## src/design/ftw_defs.vh

```
// constants for the fiber trigger word link block
// assumes inclusion by bare name from every design file that needs it
// Functional notes
// - one 16-bit word per 16 ns frame
// - bits 13:12 give the word type
// - time word compared with local time
// - strobe word drives prompt trigger outputs
// - quadrant field picks 4 ns slot
// - content pairs with oldest unmatched strobe
// - status word carries five sync_ack bits 7:3
// - type 10 words select payload by code
// - pair one trigger/status, two clock, three sync
// - standard mode measures fiber loop delay
// - master mode loops back delay ports
// - one clock from four sources
// - board switch default, software override
// - four backplane clock frequency selects
// - synchronized 41.67 MHz legacy clock enable
// - master forwards front-panel trigger, encoded
// - two fiber groups, optionally identical
// - generated stream decoded like fiber input
// - master mode from oscillator or cable source
`ifndef FTW_DEFS_VH
`define FTW_DEFS_VH
// =============================================
// word format
`define FTW_TYPE_HI 13
`define FTW_TYPE_LO 12
`define FTW_TYPE_TIME 2'h0
`define FTW_TYPE_CTRL 2'h1
`define FTW_TYPE_STROBE 2'h2
`define FTW_TYPE_CONTENT 2'h3
`define FTW_QUAD_LAST 2'h3
`define FTW_CODE_CRATE 3'h1
`define FTW_CODE_SOURCE 3'h2
`define FTW_CODE_LEVEL 3'h3
// =============================================
// clock sources
`define FTW_SRC_OSC 2'h0
`define FTW_SRC_CABLE 2'h1
// =============================================
// register offsets
`define FTW_REG_CTRL 12'h000
`define FTW_REG_CLKCFG 12'h004
`define FTW_REG_STATUS 12'h008
`define FTW_REG_DELAY 12'h00c
`define FTW_REG_REPORT 12'h010
`define FTW_REG_PAIR 12'h014
// ctrl bits
`define FTW_CTRL_CLR_SYNC 0
`define FTW_CTRL_MEASURE 1
`define FTW_CTRL_OVERRIDE 2
`define FTW_CTRL_SAME_GRP 3
`define FTW_CTRL_SD_PULSE 4
`define FTW_CTRL_REPORT_GO 5
`define FTW_CTRL_CLK41 6
`define FTW_CTRL_CLR_ORPHAN 7
// =============================================
// timing
`define FTW_DELAY_PULSE 3'h4
`define FTW_DELAY_MAX 16'hffff
`endif

```

## src/design/ftw_pair_mem.v

```verilog
// small queue memory holding strobe words that wait for content
// assumes one clock; read data registered, valid one edge after address
module ftw_pair_mem #(
  parameter WIDTH = 12,
  parameter AW = 3
) (
  input wire clk,
  input wire we,
  input wire [AW-1:0] waddr,
  input wire [WIDTH-1:0] wdata,
  input wire [AW-1:0] raddr,
  output reg [WIDTH-1:0] rdata
);
  // storage, no reset: contents only read after a write
  reg [WIDTH-1:0] mem [0:(1<<AW)-1];

  // =============================================
  // write and registered read
  always @(posedge clk) begin
    if (we) begin
      mem[waddr] <= wdata;
    end
    rdata <= mem[raddr];
  end
endmodule // ftw_pair_mem

```

## src/design/ftw_top.v

```verilog
// fiber trigger word decoder, status encoder, delay meter and master generator
// assumes rx_word comes from the fixed-latency fifo on clk, and an apb master on clk
//
// Local design decisions: the register addresses and the APB register port.
`include "ftw_defs.vh"
module ftw_top #(
  parameter QAW = 3
) (
  input wire clk,
  input wire nrst,
  input wire psel,
  input wire penable,
  input wire pwrite,
  input wire [11:0] paddr,
  input wire [31:0] pwdata,
  output reg [31:0] prdata,
  output reg pready,
  output reg pslverr,
  input wire [15:0] rx_word,
  input wire rx_valid,
  input wire [4:0] fe_status,
  input wire [7:0] clk_switch,
  input wire fp_trig,
  input wire [1:0] delay_rx,
  output reg [1:0] delay_tx,
  output reg [1:0] frame_phase,
  output reg trig_bp,
  output reg trig_front,
  output reg pair_valid,
  output reg [11:0] pair_strobe,
  output reg [11:0] pair_content,
  output reg [15:0] tx_word,
  output reg [15:0] fiber_tx_a,
  output reg [15:0] fiber_tx_b,
  output reg [15:0] sd_word,
  output reg sd_pulse,
  output reg [1:0] clk_src_sel,
  output reg [7:0] clk_driver_cfg,
  output reg [7:0] bp_clk_sel,
  output reg clk41_en,
  output reg master_mode,
  output reg sync_lost
);
  // =============================================
  // delay meter states
  localparam DLY_IDLE = 3'b001;
  localparam DLY_WAIT = 3'b010;
  localparam DLY_DONE = 3'b100;

  // =============================================
  // pin synchronisers
  reg [15:0] pin_s1; // first stage, read only by pin_s2
  reg [15:0] pin_s2; // safe copy of all async pins
  reg fp_prev; // front-panel edge detect
  reg rx0_prev; // delay return edge detect
  wire [4:0] st_sync = pin_s2[4:0];
  wire [7:0] sw_sync = pin_s2[12:5];
  wire [1:0] dly_sync = pin_s2[14:13];
  wire fp_sync = pin_s2[15];

  always @(posedge clk or negedge nrst) begin
    if (!nrst) begin
      pin_s1 <= 16'h0000;
      pin_s2 <= 16'h0000;
      fp_prev <= 1'b0;
      rx0_prev <= 1'b0;
    end else begin
      pin_s1 <= {fp_trig, delay_rx, clk_switch, fe_status};
      pin_s2 <= pin_s1;
      fp_prev <= fp_sync;
      rx0_prev <= dly_sync[0];
    end
  end

  // =============================================
  // software registers
  reg [31:0] ctrl; // level bits plus self-clearing pulses
  reg [15:0] clkcfg; // [7:0] driver override, [15:8] backplane selects
  reg [18:0] report; // payload, crate_identifier, flag, code
  reg [15:0] fiber_delay; // last measured loop delay
  reg orphan; // content arrived with no strobe waiting
  reg [2:0] dly_state;
  wire apb_xfer = psel & penable & pready; // completing edge
  wire wr_en = apb_xfer & pwrite;
  wire wr_ctrl = wr_en & (paddr == `FTW_REG_CTRL);

  // decode shared by read and write paths
  function is_mapped;
    input [11:0] a;
    begin
      is_mapped = (a == `FTW_REG_CTRL) | (a == `FTW_REG_CLKCFG) | (a == `FTW_REG_STATUS) |
                  (a == `FTW_REG_DELAY) | (a == `FTW_REG_REPORT) | (a == `FTW_REG_PAIR);
    end
  endfunction

  // one wait state: pready is a flop so the answer always lands one cycle late
  always @(posedge clk or negedge nrst) begin
    if (!nrst) begin
      pready <= 1'b0;
      pslverr <= 1'b0;
      prdata <= 32'h00000000;
    end else begin
      pready <= psel & penable & ~pready;
      pslverr <= psel & penable & ~pready & ~is_mapped(paddr);
      prdata <= 32'h00000000;
      if (psel & penable & ~pready & ~pwrite) begin
        case (paddr)
          `FTW_REG_CTRL: prdata <= ctrl;
          `FTW_REG_CLKCFG: prdata <= {16'h0000, clkcfg};
          `FTW_REG_STATUS: prdata <= {16'h0000, clk_driver_cfg, 3'h0, dly_state == DLY_WAIT, orphan,
                                      master_mode, sync_lost, 1'b0};
          `FTW_REG_DELAY: prdata <= {16'h0000, fiber_delay};
          `FTW_REG_REPORT: prdata <= {13'h0000, report};
          `FTW_REG_PAIR: prdata <= {4'h0, pair_strobe, 4'h0, pair_content};
          default: prdata <= 32'h00000000; // unmapped reads zero
        endcase
      end
    end
  end

  // register writes; pulse bits of ctrl clear themselves the next cycle
  always @(posedge clk or negedge nrst) begin
    if (!nrst) begin
      ctrl <= 32'h00000000;
      clkcfg <= 16'h0000;
      report <= 19'h00000;
    end else begin
      ctrl[`FTW_CTRL_CLR_SYNC] <= 1'b0;
      ctrl[`FTW_CTRL_MEASURE] <= 1'b0;
      ctrl[`FTW_CTRL_REPORT_GO] <= 1'b0;
      ctrl[`FTW_CTRL_CLR_ORPHAN] <= 1'b0;
      if (wr_ctrl) begin
        ctrl <= pwdata;
      end
      if (wr_en & (paddr == `FTW_REG_CLKCFG)) begin
        clkcfg <= pwdata[15:0];
      end
      if (wr_en & (paddr == `FTW_REG_REPORT)) begin
        report <= pwdata[18:0];
      end
    end
  end

  // =============================================
  // clock source and backplane clock control
  wire [7:0] cfg_eff = ctrl[`FTW_CTRL_OVERRIDE] ? clkcfg[7:0] : sw_sync;
  wire src_master = (cfg_eff[1:0] == `FTW_SRC_OSC) | (cfg_eff[1:0] == `FTW_SRC_CABLE);

  always @(posedge clk or negedge nrst) begin
    if (!nrst) begin
      clk_driver_cfg <= 8'h00;
      clk_src_sel <= 2'h0;
      master_mode <= 1'b0;
      bp_clk_sel <= 8'h00;
      clk41_en <= 1'b0;
    end else begin
      clk_driver_cfg <= cfg_eff;
      clk_src_sel <= cfg_eff[1:0];
      master_mode <= src_master;
      bp_clk_sel <= clkcfg[15:8];
      clk41_en <= ctrl[`FTW_CTRL_CLK41];
    end
  end

  // =============================================
  // frame phase and local time
  reg [1:0] phase; // 4 ns slot within the 16 ns frame
  reg [13:0] local_time; // counts 4 ns ticks
  wire frame_end = (phase == `FTW_QUAD_LAST);
  wire [1:0] next_phase = phase + 2'h1;

  always @(posedge clk or negedge nrst) begin
    if (!nrst) begin
      phase <= 2'h0;
      frame_phase <= 2'h0;
      local_time <= 14'h0000;
    end else begin
      phase <= next_phase;
      frame_phase <= next_phase;
      local_time <= local_time + 14'h0001;
    end
  end

  // =============================================
  // master-mode generator
  reg gen_strobe_pend; // front-panel trigger not yet sent
  reg [1:0] gen_quad; // slot where the trigger arrived
  reg gen_content_pend; // content owed for a sent strobe
  reg [11:0] gen_count; // trigger number carried in content
  reg [15:0] gen_word; // word of the current frame
  wire fp_edge = fp_sync & ~fp_prev;
  // loopback decodes gen_word one frame after it is built, so it carries the next frame's time
  wire [11:0] gen_time = local_time[13:2] + 12'h001;
  wire [15:0] time_word = {2'h0, `FTW_TYPE_TIME, gen_time};
  wire [15:0] now_time_word = {2'h0, `FTW_TYPE_TIME, local_time[13:2]}; // lines up with gen_word on group a

  // strobe beats content beats time; consume wins over a new front-panel edge for gen_strobe_pend
  always @(posedge clk or negedge nrst) begin
    if (!nrst) begin
      gen_strobe_pend <= 1'b0;
      gen_quad <= 2'h0;
      gen_content_pend <= 1'b0;
      gen_count <= 12'h000;
      gen_word <= 16'h0000;
      fiber_tx_a <= 16'h0000;
      fiber_tx_b <= 16'h0000;
      sd_word <= 16'h0000;
      sd_pulse <= 1'b0;
    end else begin
      sd_pulse <= master_mode & ctrl[`FTW_CTRL_SD_PULSE] & fp_edge;
      if (frame_end) begin
        if (gen_strobe_pend) begin
          gen_word <= {2'h0, `FTW_TYPE_STROBE, 2'h0, 8'h01, gen_quad};
          gen_count <= gen_count + 12'h001;
          gen_content_pend <= 1'b1;
        end else if (gen_content_pend) begin
          gen_word <= {2'h0, `FTW_TYPE_CONTENT, gen_count};
          gen_content_pend <= 1'b0;
        end else begin
          gen_word <= time_word;
        end
        fiber_tx_a <= master_mode ? gen_word : 16'h0000;
        fiber_tx_b <= master_mode ? (ctrl[`FTW_CTRL_SAME_GRP] ? gen_word : now_time_word) : 16'h0000;
        sd_word <= (master_mode & ~ctrl[`FTW_CTRL_SD_PULSE]) ? gen_word : 16'h0000;
      end
      if (master_mode & fp_edge & ~gen_strobe_pend) begin
        gen_strobe_pend <= 1'b1;
        gen_quad <= phase;
      end else if (frame_end) begin
        gen_strobe_pend <= 1'b0;
      end
    end
  end

  // =============================================
  // word decode; master mode feeds back its own stream
  wire [15:0] cur_word = master_mode ? gen_word : rx_word;
  wire cur_valid = frame_end & (master_mode | rx_valid);
  wire [1:0] cur_type = cur_word[`FTW_TYPE_HI:`FTW_TYPE_LO];
  wire is_time = cur_valid & (cur_type == `FTW_TYPE_TIME);
  wire is_strobe = cur_valid & (cur_type == `FTW_TYPE_STROBE);
  wire is_content = cur_valid & (cur_type == `FTW_TYPE_CONTENT);
  wire time_bad = is_time & (cur_word[11:0] != local_time[13:2]);

  // sticky sync loss; a mismatch in the clear cycle keeps it set
  always @(posedge clk or negedge nrst) begin
    if (!nrst) begin
      sync_lost <= 1'b0;
    end else if (time_bad) begin
      sync_lost <= 1'b1;
    end else if (ctrl[`FTW_CTRL_CLR_SYNC]) begin
      sync_lost <= 1'b0;
    end
  end

  // =============================================
  // prompt trigger registered out one slot after the chosen slot of the next frame
  reg armed;
  reg [1:0] arm_quad;
  wire fire = armed & (phase == arm_quad);

  always @(posedge clk or negedge nrst) begin
    if (!nrst) begin
      armed <= 1'b0;
      arm_quad <= 2'h0;
      trig_bp <= 1'b0;
      trig_front <= 1'b0;
    end else begin
      trig_bp <= fire;
      trig_front <= fire;
      if (is_strobe) begin
        armed <= 1'b1;
        arm_quad <= cur_word[1:0];
      end else if (fire) begin
        armed <= 1'b0;
      end
    end
  end

  // =============================================
  // strobe/content pairing queue
  reg [QAW:0] q_wr; // extra bit tells full from empty
  reg [QAW:0] q_rd;
  reg pop_d; // memory data arrive one edge after pop
  reg [11:0] content_d;
  wire [11:0] q_rdata;
  wire q_empty = (q_wr == q_rd);
  wire q_full = (q_wr[QAW-1:0] == q_rd[QAW-1:0]) & (q_wr[QAW] != q_rd[QAW]);
  wire q_pop = is_content & ~q_empty;

  ftw_pair_mem #(.WIDTH(12), .AW(QAW)) u_mem (
    .clk(clk),
    .we(is_strobe & ~q_full),
    .waddr(q_wr[QAW-1:0]),
    .wdata(cur_word[11:0]),
    .raddr(q_rd[QAW-1:0]),
    .rdata(q_rdata)
  );

  // first content goes to first unmatched strobe; a full queue drops the strobe
  always @(posedge clk or negedge nrst) begin
    if (!nrst) begin
      q_wr <= {(QAW+1){1'b0}};
      q_rd <= {(QAW+1){1'b0}};
      pop_d <= 1'b0;
      content_d <= 12'h000;
      pair_valid <= 1'b0;
      pair_strobe <= 12'h000;
      pair_content <= 12'h000;
      orphan <= 1'b0;
    end else begin
      pop_d <= q_pop;
      pair_valid <= pop_d;
      if (is_strobe & ~q_full) begin
        q_wr <= q_wr + {{QAW{1'b0}}, 1'b1};
      end
      if (q_pop) begin
        q_rd <= q_rd + {{QAW{1'b0}}, 1'b1};
        content_d <= cur_word[11:0];
      end
      if (pop_d) begin
        pair_strobe <= q_rdata;
        pair_content <= content_d;
      end
      if (is_content & q_empty) begin
        orphan <= 1'b1;
      end else if (ctrl[`FTW_CTRL_CLR_ORPHAN]) begin
        orphan <= 1'b0;
      end
    end
  end

  // =============================================
  // return status words, one per frame
  reg report_pend;
  wire [14:0] stat_body = {1'b0, `FTW_TYPE_CTRL, 4'h0, st_sync, 3'h0};
  wire [14:0] rep_body = {1'b0, `FTW_TYPE_STROBE, report[18:16], report[13],
                          (report[18:16] == `FTW_CODE_CRATE) ? {report[12:8], 3'h0} : report[7:0]};

  always @(posedge clk or negedge nrst) begin
    if (!nrst) begin
      report_pend <= 1'b0;
      tx_word <= 16'h0000;
    end else begin
      if (frame_end) begin
        if (report_pend) begin
          tx_word <= {^rep_body, rep_body};
        end else begin
          tx_word <= {^stat_body, stat_body};
        end
      end
      if (ctrl[`FTW_CTRL_REPORT_GO]) begin
        report_pend <= 1'b1;
      end else if (frame_end) begin
        report_pend <= 1'b0;
      end
    end
  end

  // =============================================
  // fiber delay meter and master loopback
  reg [15:0] dly_cnt;
  reg [2:0] pulse_cnt;

  always @(posedge clk or negedge nrst) begin
    if (!nrst) begin
      dly_state <= DLY_IDLE;
      dly_cnt <= 16'h0000;
      pulse_cnt <= 3'h0;
      fiber_delay <= 16'h0000;
      delay_tx <= 2'h0;
    end else begin
      if (master_mode) begin
        delay_tx <= dly_sync;
      end else begin
        delay_tx <= {1'b0, pulse_cnt != 3'h0};
      end
      if (pulse_cnt != 3'h0) begin
        pulse_cnt <= pulse_cnt - 3'h1;
      end
      case (dly_state)
        DLY_IDLE: begin
          if (ctrl[`FTW_CTRL_MEASURE] & ~master_mode) begin
            dly_state <= DLY_WAIT;
            dly_cnt <= 16'h0000;
            pulse_cnt <= `FTW_DELAY_PULSE;
          end
        end
        DLY_WAIT: begin
          dly_cnt <= dly_cnt + 16'h0001;
          if (dly_sync[0] & ~rx0_prev) begin
            fiber_delay <= dly_cnt;
            dly_state <= DLY_DONE;
          end else if (dly_cnt == `FTW_DELAY_MAX) begin
            fiber_delay <= `FTW_DELAY_MAX;
            dly_state <= DLY_DONE;
          end
        end
        DLY_DONE: begin
          dly_state <= DLY_IDLE;
        end
        default: begin
          dly_state <= DLY_IDLE;
        end
      endcase
    end
  end
endmodule // ftw_top

```

## config.mk

```make
export PLATFORM = sky130hd
export DESIGN_NAME = ftw_top
export DESIGN_NICKNAME = d
export VERILOG_FILES = /design/src/design/ftw_pair_mem.v /design/src/design/ftw_top.v
export VERILOG_INCLUDE_DIRS = /design/src /design/src/design
export SDC_FILE = /design/constraint.sdc
export NUM_CORES = 1
export LEC_CHECK = 0
export BUFFER_PORTS_ARGS = -buffer_cell sky130_fd_sc_hd__buf_2
export CORE_ASPECT_RATIO = 1.1
export CORE_MARGIN = 5
export CORE_UTILIZATION = 40
export DETAILED_ROUTE_END_ITERATION = 10
export PLACE_DENSITY = 0.58
export REMOVE_ABC_BUFFERS = 1
export SKIP_LAST_GASP = 1
export SLEW_MARGIN = 15
export SYNTH_ARGS = -nofsm -noshare
export SYNTH_HDL_FRONTEND = slang
export SYNTH_HIERARCHICAL = 1
export SYNTH_SLANG_ARGS = --single-unit
```

## constraint.sdc

```tcl
create_clock -name clk -period 8.5 [get_ports clk]
set_input_delay 0.425 -clock clk [delete_from_list [all_inputs] [get_ports clk]]
set_output_delay 0.425 -clock clk [all_outputs]
set_load 0.01 [all_outputs]
```

Word level (Yosys, flattened, before mapping)
Memories as Yosys holds them, arrays and structs flattened. A register that Yosys moved wholly into a read port is not among the register bits. Cells that the tools add are included.

Register bits: 359. RAM bits: 96. Input bits: 82. Logic and storage cells: 173. Memories kept: 1.

Add/sub/neg operators: 8. Eq/ne operators: 20. Muxes and demuxes: 37. Bitwise operators: 44. Reductions and logical operators: 17.

Memories: u_mem.mem (words 8, bits a word 12, read ports 1, clocked after memory_dff 1, write ports 1, line ftw_pair_mem.v:15) `reg [WIDTH-1:0] mem [0:(1<<AW)-1];`.

Operators with widths (number): case mux 32 bit (6 select lines) (1); two-way mux 14 bit (6); two-way mux 16 bit (5); two-way mux 32 bit (1); case mux 16 bit (2 select lines) (1); XOR reduction 15 bit (2); bitwise AND 1 bit (27); adder 12 x 1 -> 12 bit (second input constant) (2); equality test 12 x 4 -> 1 bit (second input constant) (2); equality test 12 x 5 -> 1 bit (second input constant) (2); two-way mux 8 bit (3); two-way mux 3 bit (6); adder 16 x 1 -> 16 bit (second input constant) (1); equality test 16 bit (second input constant) (1); adder 14 x 1 -> 14 bit (second input constant) (1); nonzero test 2 bit (7); equality test 12 x 3 -> 1 bit (second input constant) (1); logical NOT 12 bit (1); two-way mux 1 bit (12); inequality test 12 bit (1); NOT 1 bit (10); adder 4 x 1 -> 4 bit (second input constant) (2); AND reduction 2 bit (4); bitwise OR 1 bit (7); 16 further kinds (20).

Logic depth before layout (Yosys ltp)
Gate-level depths: netlist of run 1.

Word-level depth: 8. Gate-level depth with buffers: 8. Depth with buffers taken out: 6.

Cells and area by module
Netlist of run 1, hierarchy kept.

Modules (own cells, without submodules): ftw_top (times used 1, cells an instance 1183, area an instance 14791.7 um2, sequential area each 8759.7 um2); ftw_pair_mem (times used 1, cells an instance 164, area an instance 3987.6 um2, sequential area each 3123.0 um2).

Worst setup path before layout of run 1
OpenSTA, ideal clock, no wires.

Path kind: register to register. Start point: reg master_mode. End point: mem u_mem.mem[4][0], enable pin. Library setup time: 396 ps. Data arrival time: 2384 ps. Slack: 5720 ps. Cell stages (with the launch flop): 7. Clock period less this slack: 2780 ps. Path through: dfrtp_1 buf_2 mux2i_1 o211ai_1 nor2_1 nand2_1 nor3_1.

Cells in the longest elaborated chain, start to end: 6. Elaborated cells between the ends (all ways): 8.

RTL lines: from (decl) (line ftw_top.v:41) `output reg master_mode,`; from (signal assigned) (line ftw_top.v:159) `master_mode <= src_master;`; two-way mux 14 bit or bitwise OR 1 bit (tied branches) (line ftw_top.v:237, ftw_top.v:238); equality test 2 bit (no line) or bitwise AND 1 bit (tied branches); bitwise AND 1 bit * (line ftw_top.v:241) `` wire is_strobe = cur_valid & (cur_type == `FTW_TYPE_STROBE); ``; bitwise AND 1 bit * (line ftw_top.v:293) `.we(is_strobe & ~q_full),`; two-way mux 1 bit * (line ftw_pair_mem.v:20) `if (we) begin`; two-way mux 1 bit (implied by the code) * (line ftw_pair_mem.v:21) `mem[waddr] <= wdata;`; to (decl) (line ftw_pair_mem.v:15).

Mark *: on every way between the ends. The rest lies on a longest branch, timed or not.

Worst setup path in the final report of run 1
Start point: reg master_mode. End point: mem u_mem.mem[5][8], enable pin.

Same word-level chain as after synthesis.

==> impl_metrics.xml, run 1 <==
<?xml version="1.0" encoding="UTF-8"?>
<metrics>
  <group name="yosys">
    <metric name="synth_area_leader_cell" unit="">sky130_fd_sc_hd__dfrtp_1</metric>
    <metric name="number_of_synthesized_register_bits" unit="">458</metric>
    <metric name="yosys.cell_count.top_type" unit="">sky130_fd_sc_hd__dfrtp_1</metric>
    <metric name="yosys.area_share.xor_xnor" unit="">0.0346</metric>
    <metric name="synthArstFlopShare" unit="">0.764</metric>
    <metric name="synth_area" unit="mm^2">0.0188</metric>
    <metric name="muxShareOfSynthArea" unit="">0.156</metric>
    <metric name="synth_simple_gate_area_frac" unit="">0.0744</metric>
    <metric name="synth_area_leaders" unit="">sky130_fd_sc_hd__dfrtp_1, sky130_fd_sc_hd__edfxtp_1, sky130_fd_sc_hd__mux2_2</metric>
    <metric name="synthesis.yosys.warnings" unit="">6</metric>
    <metric name="ys.flop_type" unit="">sky130_fd_sc_hd__dfrtp_1</metric>
    <metric name="synth-adder-area-share" unit="">0.00600</metric>
    <metric name="synth.top_cell.area_share" unit="">0.465</metric>
    <metric name="synth.top_cells.by_count" unit="">sky130_fd_sc_hd__dfrtp_1, sky130_fd_sc_hd__mux2_2, sky130_fd_sc_hd__edfxtp_1, sky130_fd_sc_hd__nand2_1, sky130_fd_sc_hd__nor2_1</metric>
    <metric name="ys_seq_area_frac" unit="">0.633</metric>
    <metric name="syn_avg_cell_area" unit="um^2">13.9</metric>
    <metric name="gate_count_post_synth" unit="">1347</metric>
    <metric name="synth_edf_count" unit="">96</metric>
    <metric name="synth_top_family_by_area" unit="">multiplexers</metric>
    <metric name="yosysUniqueCellTypes" unit="">70</metric>
    <metric name="synth_compound_gate_area_share" unit="">0.0664</metric>
  </group>
  <group name="routing">
    <metric name="routed_wl" unit="mm">46.8</metric>
    <metric name="routed_via_density" unit="">5.26</metric>
    <metric name="post_drt_wl_per_cell" unit="um">21.2</metric>
    <metric name="antenna_violating_nets_post_route" unit="">0</metric>
    <metric name="drc" unit="">0</metric>
    <metric name="detailed_route_via_count" unit="">11639</metric>
    <metric name="first_pass_iters" unit="">5</metric>
    <metric name="drt-initial-drc-count" unit="">898</metric>
  </group>
  <group name="place">
    <metric name="dpl-instance-area" unit="mm^2">0.0204</metric>
    <metric name="port-buffer-count" unit="">223</metric>
    <metric name="gp_routability_congestion" unit="">0.803</metric>
    <metric name="detailed_place_hpwl" unit="mm">31.5</metric>
  </group>
  <group name="sta">
    <metric name="clock_skew" unit="ns">0.0210</metric>
    <metric name="rsz0062_at_grt" unit="">false</metric>
    <metric name="tightest_slew" unit="ns">1.19</metric>
    <metric name="post-route-min-period" unit="ns">3.39</metric>
    <metric name="final_max_slew_viol_count" unit="">0</metric>
    <metric name="holdWs" unit="ns">0.0743</metric>
    <metric name="fin_crit_sh" unit="">0.399</metric>
    <metric name="report.final.setup_viol" unit="">0</metric>
    <metric name="achievable-frequency" unit="MHz">295</metric>
    <metric name="tns" unit="ns">0</metric>
    <metric name="relative_slew_slack" unit="">0.205</metric>
    <metric name="finalHoldViolCount" unit="">0</metric>
  </group>
  <group name="global_route">
    <metric name="grt_usage" unit="">0.181</metric>
    <metric name="globalRouteMet3Util" unit="">0.0418</metric>
    <metric name="grt_max_degree" unit="">86</metric>
    <metric name="grt_use_met1" unit="">0.254</metric>
    <metric name="grt_antenna_before_repair" unit="">1</metric>
    <metric name="globalRouteMet2Util" unit="">0.287</metric>
    <metric name="busiest_layer" unit="">met2</metric>
    <metric name="vias_in_the_first_global_route" unit="">11945</metric>
    <metric name="globalRoute.totalOverflow" unit="">0</metric>
    <metric name="grt_first_pass_wirelength" unit="mm">72.7</metric>
  </group>
  <group name="cts">
    <metric name="cts_buffers" unit="">48</metric>
    <metric name="cts_setup_buffers" unit="">0</metric>
    <metric name="worst_setup_hold_path_clk_slew" unit="ns">0.06</metric>
    <metric name="ctsLongestPathBuffers" unit="">3</metric>
    <metric name="h-tree-depth" unit="">2</metric>
    <metric name="clkLatencyLatePin" unit="ns">0.58</metric>
    <metric name="clkSinkCount" unit="">458</metric>
    <metric name="clock_tree.root_cell" unit="">sky130_fd_sc_hd__clkbuf_16</metric>
    <metric name="number_of_gates_resized_after_cts" unit="">0</metric>
    <metric name="cts_tree" unit="">built</metric>
  </group>
  <group name="final_layout">
    <metric name="num-nets-final" unit="">1666</metric>
    <metric name="layout.area.seq" unit="mm^2">0.0119</metric>
    <metric name="final_cell_area" unit="mm^2">0.0222</metric>
    <metric name="area_growth_syn_to_layout" unit="%">18.3</metric>
    <metric name="final_layout_size_suffix_gt1_frac" unit="">0.318</metric>
    <metric name="final_core_utilization" unit="">0.477</metric>
    <metric name="multiInputGateArea" unit="mm^2">0.00638</metric>
    <metric name="fill_cells" unit="">4157</metric>
  </group>
  <group name="worst_setup_path">
    <metric name="timing.reg2reg.setup_slack" unit="ns">5.11</metric>
    <metric name="critPathLaunch" unit="">master_mode</metric>
    <metric name="criticalPathCategory" unit="">flop to flop</metric>
    <metric name="ff_to_ff_path_depth" unit="">6</metric>
    <metric name="timing.rr.end" unit="">u_mem/mem[5][8]</metric>
    <metric name="worst_ep_required_time" unit="ns">8.70</metric>
    <metric name="worstSetupEndpoint" unit="">u_mem/mem[5][8]</metric>
    <metric name="worstSetupStartpointType" unit="">flop</metric>
    <metric name="startpoint_of_the_most_critical_register_to_register_path" unit="">master_mode</metric>
    <metric name="crit_arrival" unit="ns">3.59</metric>
    <metric name="setup.worst_path.end_class" unit="">flop</metric>
    <metric name="worst-path-max-fanout" unit="">42</metric>
  </group>
  <group name="floorplan">
    <metric name="die_w" unit="um">217</metric>
    <metric name="fp.coreArea" unit="mm^2">0.0465</metric>
    <metric name="fp.dieH" unit="um">237</metric>
    <metric name="floorplan.rows" unit="">83</metric>
    <metric name="initial_core_utilization" unit="">0.404</metric>
    <metric name="design.die.area" unit="mm^2">0.0514</metric>
    <metric name="pin_count" unit="">233</metric>
  </group>
  <group name="power_and_ir_drop">
    <metric name="clkPwrFrac" unit="">0.401</metric>
    <metric name="peakVddDrop" unit="uV">104</metric>
    <metric name="power.share.switching" unit="">0.250</metric>
    <metric name="combPwrFrac" unit="">0.113</metric>
    <metric name="switching_power" unit="mW">1.32</metric>
    <metric name="total_power" unit="mW">5.30</metric>
    <metric name="p_int" unit="mW">3.98</metric>
    <metric name="powerDensity" unit="mW/mm^2">239</metric>
    <metric name="cellLeakagePower" unit="nW">9.93</metric>
    <metric name="pwr-share-seq" unit="">0.486</metric>
  </group>
  <group name="worst_hold_path">
    <metric name="min-delay-path-class" unit="">input port to flop</metric>
  </group>
  <group name="outcome">
    <metric name="outcome" unit="">finished, final reports clean</metric>
  </group>
  <group name="run">
    <metric name="maxCapViolCount" unit="">0</metric>
  </group>
</metrics>
power by group through the flow:
stage | logic (mW) | registers [mW] | clock network, mW
floorplan | 0.316 | 2.61 | 0
global placement | 0.593 | 2.62 | 0
detailed placement | 0.602 | 2.62 | 0
CTS | 0.611 | 2.58 | 2.19
global route | 0.660 | 2.60 | 2.28
finish | 0.600 | 2.58 | 2.13
placed cells by master (no fill, tap or decap), drive strengths merged, types with 4 or more instances in the layout:
cell	n
dfrtp	349
buf	242
mux2	169
edfxtp	96
nand2	77
clkbuf	70
nor2	66
o21ai	51
nand3	48
xnor2	45
inv	39
mux2i	36
a21oi	29
o2bb2ai	24
mux4	24
xor2	19
nand4	17
o22a	17
dlygate4sd3	17
and3	15
a22o	14
clkinv	13
dfxtp	12
nor3	10
a22oi	10
a31oi	9
ha	9
nand2b	8
conb	7
a222oi	6
nor4	6
o31ai	4
a21o	4
xnor3	4
nor3b	4
worst max-delay path: stages (launching register included):
cell and delay, ns:
sky130_fd_sc_hd__dfrtp_2 0.34, sky130_fd_sc_hd__buf_4 0.43, sky130_fd_sc_hd__mux2i_1 0.29, sky130_fd_sc_hd__o211ai_1 0.30, sky130_fd_sc_hd__nor2_1 0.43, sky130_fd_sc_hd__nand2_1 0.22, sky130_fd_sc_hd__nor2_1 0.95
metrics by stage:
step                setup WS (ns)  std cells
floorplan                    4.69       1266
global placement             5.12       2103
detailed placement           5.02       2103
CTS                          5.01       2209
global route                 4.86       2209
finish                       5.11       2211
state kept, by name, indices dropped and copies added, names as in the netlist, 19 cells and up:
name and flops:
report 19, prdata 32, u_mem/mem 96, ctrl 32
final cells by class:
type	count	area share
antenna	2	0.000225
clock buffer	70	0.0642
clock inverter	19	0.00839
inverter	39	0.00659
multi-input combinational	769	0.287
sequential	458	0.535
tap	595	0.0335
timing repair buffer	259	0.0649
cells by family (layout without fill, tap and decap cells):
logic type	after synthesis	after routing
buffers and inverters	126	387
XOR/XNOR	68	68
AND/OR/NAND/NOR	274	274
multiplexers	229	229
AO/OA/AOI/OAI	182	182
flip-flops	458	458
other	1	9
adder cells (fa/ha/maj)	9	9
layer usage:
layer | part of all wire | vias to the layer above
met5 | 0 | -
met4 | 0.024 | 0
met3 | 0.057 | 72
met2 | 0.46 | 297
met1 | 0.45 | 5929
li1 | - | 5341
repair_timing:
action | CTS | global route
endpoints found under the setup margin | 0 | 0
hold endpoints to repair | 89 | 0
hold buffers | 17 | 0
how the worst min path moves through the flow:
stage	start	endpoint	slack, ns	depth (start not counted)
6_report	pwdata[26]	ctrl[26]	0.07	2
3_5_place_dp	pin_s1[12]	pin_s2[12]	0.33	0
5_1_grt	pwdata[26]	ctrl[26]	0.04	2
2_1_floorplan	nrst	arm_quad[0]	0.13	0
4_1_cts	pwdata[26]	ctrl[26]	0.03	2
3_3_place_gp	pin_s1[14]	pin_s2[14]	0.33	0
No activity file was read; power rests on OpenSTA's default activity.
==> run 2, diff against run 1 <==
- clock period: 8.5 -> 3.4 ns (I/O delays scaled with it)
==> run 2 against run 1 <==
Net effect:
- maximum frequency rose by 36%
- register-to-register slack got worse by 4.2 ns
- combinational power rose to 2.6 times the previous value
- highest routed layer unchanged
- via count rose by 2.0%
- critical path depth did not move
- wire length rose by 3.1%
==> impl_metrics.xml, run 2 (same netlist as run 1, synthesis figures left out) <==
<?xml version="1.0" encoding="UTF-8"?>
<metrics>
  <group name="final_layout">
    <metric name="fin_cells" unit="">2267</metric>
    <metric name="antenna_cells" unit="">0</metric>
    <metric name="largest_reg_flops" unit="">96</metric>
    <metric name="final_common_cell" unit="">sky130_fd_sc_hd__dfrtp_1</metric>
    <metric name="num-nets-final" unit="">1725</metric>
    <metric name="final_core_utilization" unit="">0.489</metric>
    <metric name="final_layout_size_suffix_gt1_frac" unit="">0.312</metric>
    <metric name="largestRegisters" unit="">u_mem/mem: 96 flops, ctrl: 32 flops, prdata: 32 flops</metric>
    <metric name="layout.cells.most_common_list" unit="">sky130_fd_sc_hd__dfrtp_1, sky130_fd_sc_hd__buf_2, sky130_fd_sc_hd__mux2_2</metric>
    <metric name="largest_register" unit="">u_mem/mem</metric>
    <metric name="final_cell_area" unit="mm^2">0.0227</metric>
    <metric name="area_growth_syn_to_layout" unit="%">21.0</metric>
  </group>
  <group name="floorplan">
    <metric name="floorplan.rows" unit="">83</metric>
    <metric name="initial_core_utilization" unit="">0.404</metric>
    <metric name="fp.dieH" unit="um">237</metric>
    <metric name="design.die.area" unit="mm^2">0.0514</metric>
    <metric name="fp.coreArea" unit="mm^2">0.0465</metric>
    <metric name="pin_count" unit="">233</metric>
    <metric name="die_w" unit="um">217</metric>
  </group>
  <group name="worst_setup_path">
    <metric name="crit_path_max_incr_delay" unit="ns">0.45</metric>
    <metric name="timing.rr.end" unit="">u_mem/mem[4][4]</metric>
    <metric name="setup.worst_path.end_class" unit="">flop</metric>
    <metric name="crit_arrival" unit="ns">2.76</metric>
    <metric name="worstSetupStartpointType" unit="">flop</metric>
    <metric name="cp_slowest_cell" unit="">sky130_fd_sc_hd__ha_2</metric>
    <metric name="criticalPathCategory" unit="">flop to flop</metric>
    <metric name="startpoint_of_the_most_critical_register_to_register_path" unit="">phase[0]</metric>
    <metric name="timing.reg2reg.setup_slack" unit="ns">0.91</metric>
    <metric name="ff_to_ff_path_depth" unit="">6</metric>
    <metric name="crit_chain" unit="">ha_2 -&gt; o211ai_1 -&gt; nor2_1 -&gt; nand2_1 -&gt; nor3_1 -&gt; buf_4</metric>
    <metric name="worst_ep_required_time" unit="ns">3.67</metric>
    <metric name="worst-path-max-fanout" unit="">21</metric>
  </group>
  <group name="place">
    <metric name="post-place-cells" unit="">2118</metric>
    <metric name="port-buffer-count" unit="">223</metric>
    <metric name="detailed_place_hpwl" unit="mm">32.9</metric>
    <metric name="dpl-instance-area" unit="mm^2">0.0206</metric>
    <metric name="gp_routability_congestion" unit="">0.781</metric>
  </group>
  <group name="sta">
    <metric name="clock_skew" unit="ns">0.0219</metric>
    <metric name="tns" unit="ns">0</metric>
    <metric name="rsz0062_at_grt" unit="">false</metric>
    <metric name="post-route-min-period" unit="ns">2.49</metric>
    <metric name="achievable-frequency" unit="MHz">401</metric>
    <metric name="tightest_slew" unit="ns">1.04</metric>
    <metric name="final_max_slew_viol_count" unit="">0</metric>
    <metric name="finalHoldViolCount" unit="">0</metric>
    <metric name="fin_crit_sh" unit="">0.733</metric>
    <metric name="relative_slew_slack" unit="">0.306</metric>
    <metric name="report.final.setup_viol" unit="">0</metric>
  </group>
  <group name="worst_hold_path">
    <metric name="hold_path_end" unit="">prdata[31]</metric>
    <metric name="hold_path_startpoint" unit="">penable</metric>
    <metric name="number_of_instances_on_the_worst_hold_path" unit="">4</metric>
    <metric name="min-delay-path-class" unit="">input port to flop</metric>
  </group>
  <group name="outcome">
    <metric name="outcome" unit="">finished, final reports clean</metric>
  </group>
  <group name="global_route">
    <metric name="grt_max_degree" unit="">98</metric>
    <metric name="grt_usage" unit="">0.186</metric>
    <metric name="grt_first_pass_wirelength" unit="mm">74.9</metric>
    <metric name="globalRoute.totalOverflow" unit="">0</metric>
    <metric name="grt_antenna_before_repair" unit="">0</metric>
    <metric name="vias_in_the_first_global_route" unit="">12266</metric>
  </group>
  <group name="routing">
    <metric name="routed_via_density" unit="">5.24</metric>
    <metric name="detailed_route_via_count" unit="">11869</metric>
    <metric name="drc" unit="">0</metric>
    <metric name="post_drt_wl_per_cell" unit="um">21.3</metric>
    <metric name="drt-initial-drc-count" unit="">808</metric>
    <metric name="routed_wl" unit="mm">48.3</metric>
    <metric name="first_pass_iters" unit="">6</metric>
    <metric name="antenna_violating_nets_post_route" unit="">0</metric>
  </group>
  <group name="power_and_ir_drop">
    <metric name="peakVddDrop" unit="uV">378</metric>
    <metric name="powerDensity" unit="mW/mm^2">581</metric>
    <metric name="cellLeakagePower" unit="nW">10.2</metric>
  </group>
  <group name="cts">
    <metric name="clkSinkCount" unit="">458</metric>
    <metric name="cts_tree" unit="">built</metric>
    <metric name="ctsLongestPathBuffers" unit="">3</metric>
    <metric name="clock_tree.root_cell" unit="">sky130_fd_sc_hd__clkbuf_16</metric>
    <metric name="clkLatencyLatePin" unit="ns">0.58</metric>
    <metric name="cts_setup_buffers" unit="">0</metric>
    <metric name="worst_setup_hold_path_clk_slew" unit="ns">0.06</metric>
    <metric name="number_of_gates_resized_after_cts" unit="">0</metric>
    <metric name="cts_buffers" unit="">49</metric>
    <metric name="h-tree-depth" unit="">2</metric>
  </group>
  <group name="run">
    <metric name="maxCapViolCount" unit="">0</metric>
  </group>
</metrics>
-- run 2: what timing repair did --
item	4_1_cts	5_1_grt
endpoints found under the setup margin	0	0
hold buffers	60	0
endpoints found under the hold margin	180	0
-- run 2: layer usage --
metal	GRT usage	part of all wire	vias up
li1	-	-	5443
met1	0.258	0.45	6062
met2	0.303	0.48	318
met3	0.0437	0.055	46
met4	0.0370	0.014	0
met5	0	0	-
-- run 2: cell type report --
class	instances	area [um^2]
clock buffer	74	1420
clock inverter	15	144
fill	4077	23800
inverter	39	146
multi-input combinational	769	6370
sequential	458	11900
tap	595	744
timing repair buffer	317	2020
-- run 2: power breakdown --
part | total, mW | leakage (nW) | internal, mW | switching (mW)
clock | 5.19 | 0.765 | 3.04 | 2.16
sequential | 6.45 | 5.61 | 6.05 | 0.401
combinational | 1.56 | 3.80 | 0.801 | 0.761
-- run 2: how the worst max path moves through the flow --
stage                        start               end  slack [ns]
after floorplan           phase[0]        sd_word[0]       -0.41
after global placement    paddr[9]           ctrl[4]        0.61
after detailed placement  paddr[9]          ctrl[10]        0.54
after CTS                 phase[0]  u_mem/mem[0][10]        0.88
after global routing      phase[1]   u_mem/mem[0][4]        0.66
final                     phase[0]   u_mem/mem[4][4]        0.91
-- run 2: worst max-delay path, delay by kind of cell, from the launching register on --
family / cells / cell delay, ns
simple gates: 3 / 0.76
fa+ha+maj: 1 / 0.45
flops: 1 / 0.44
compound gates: 1 / 0.29
buf+inv: 1 / 0.25
-- run 2: metrics by stage --
stage	power, mW	hold WS [ns]	setup slack [ns]
final	13.2	0.131	0.909
after global routing	13.8	0.132	0.656
after CTS	13.4	0.0838	0.877
after detailed placement	8.08	0.270	0.543
after global placement	8.04	0.261	0.609
after floorplan	7.32	-0.126	-0.414
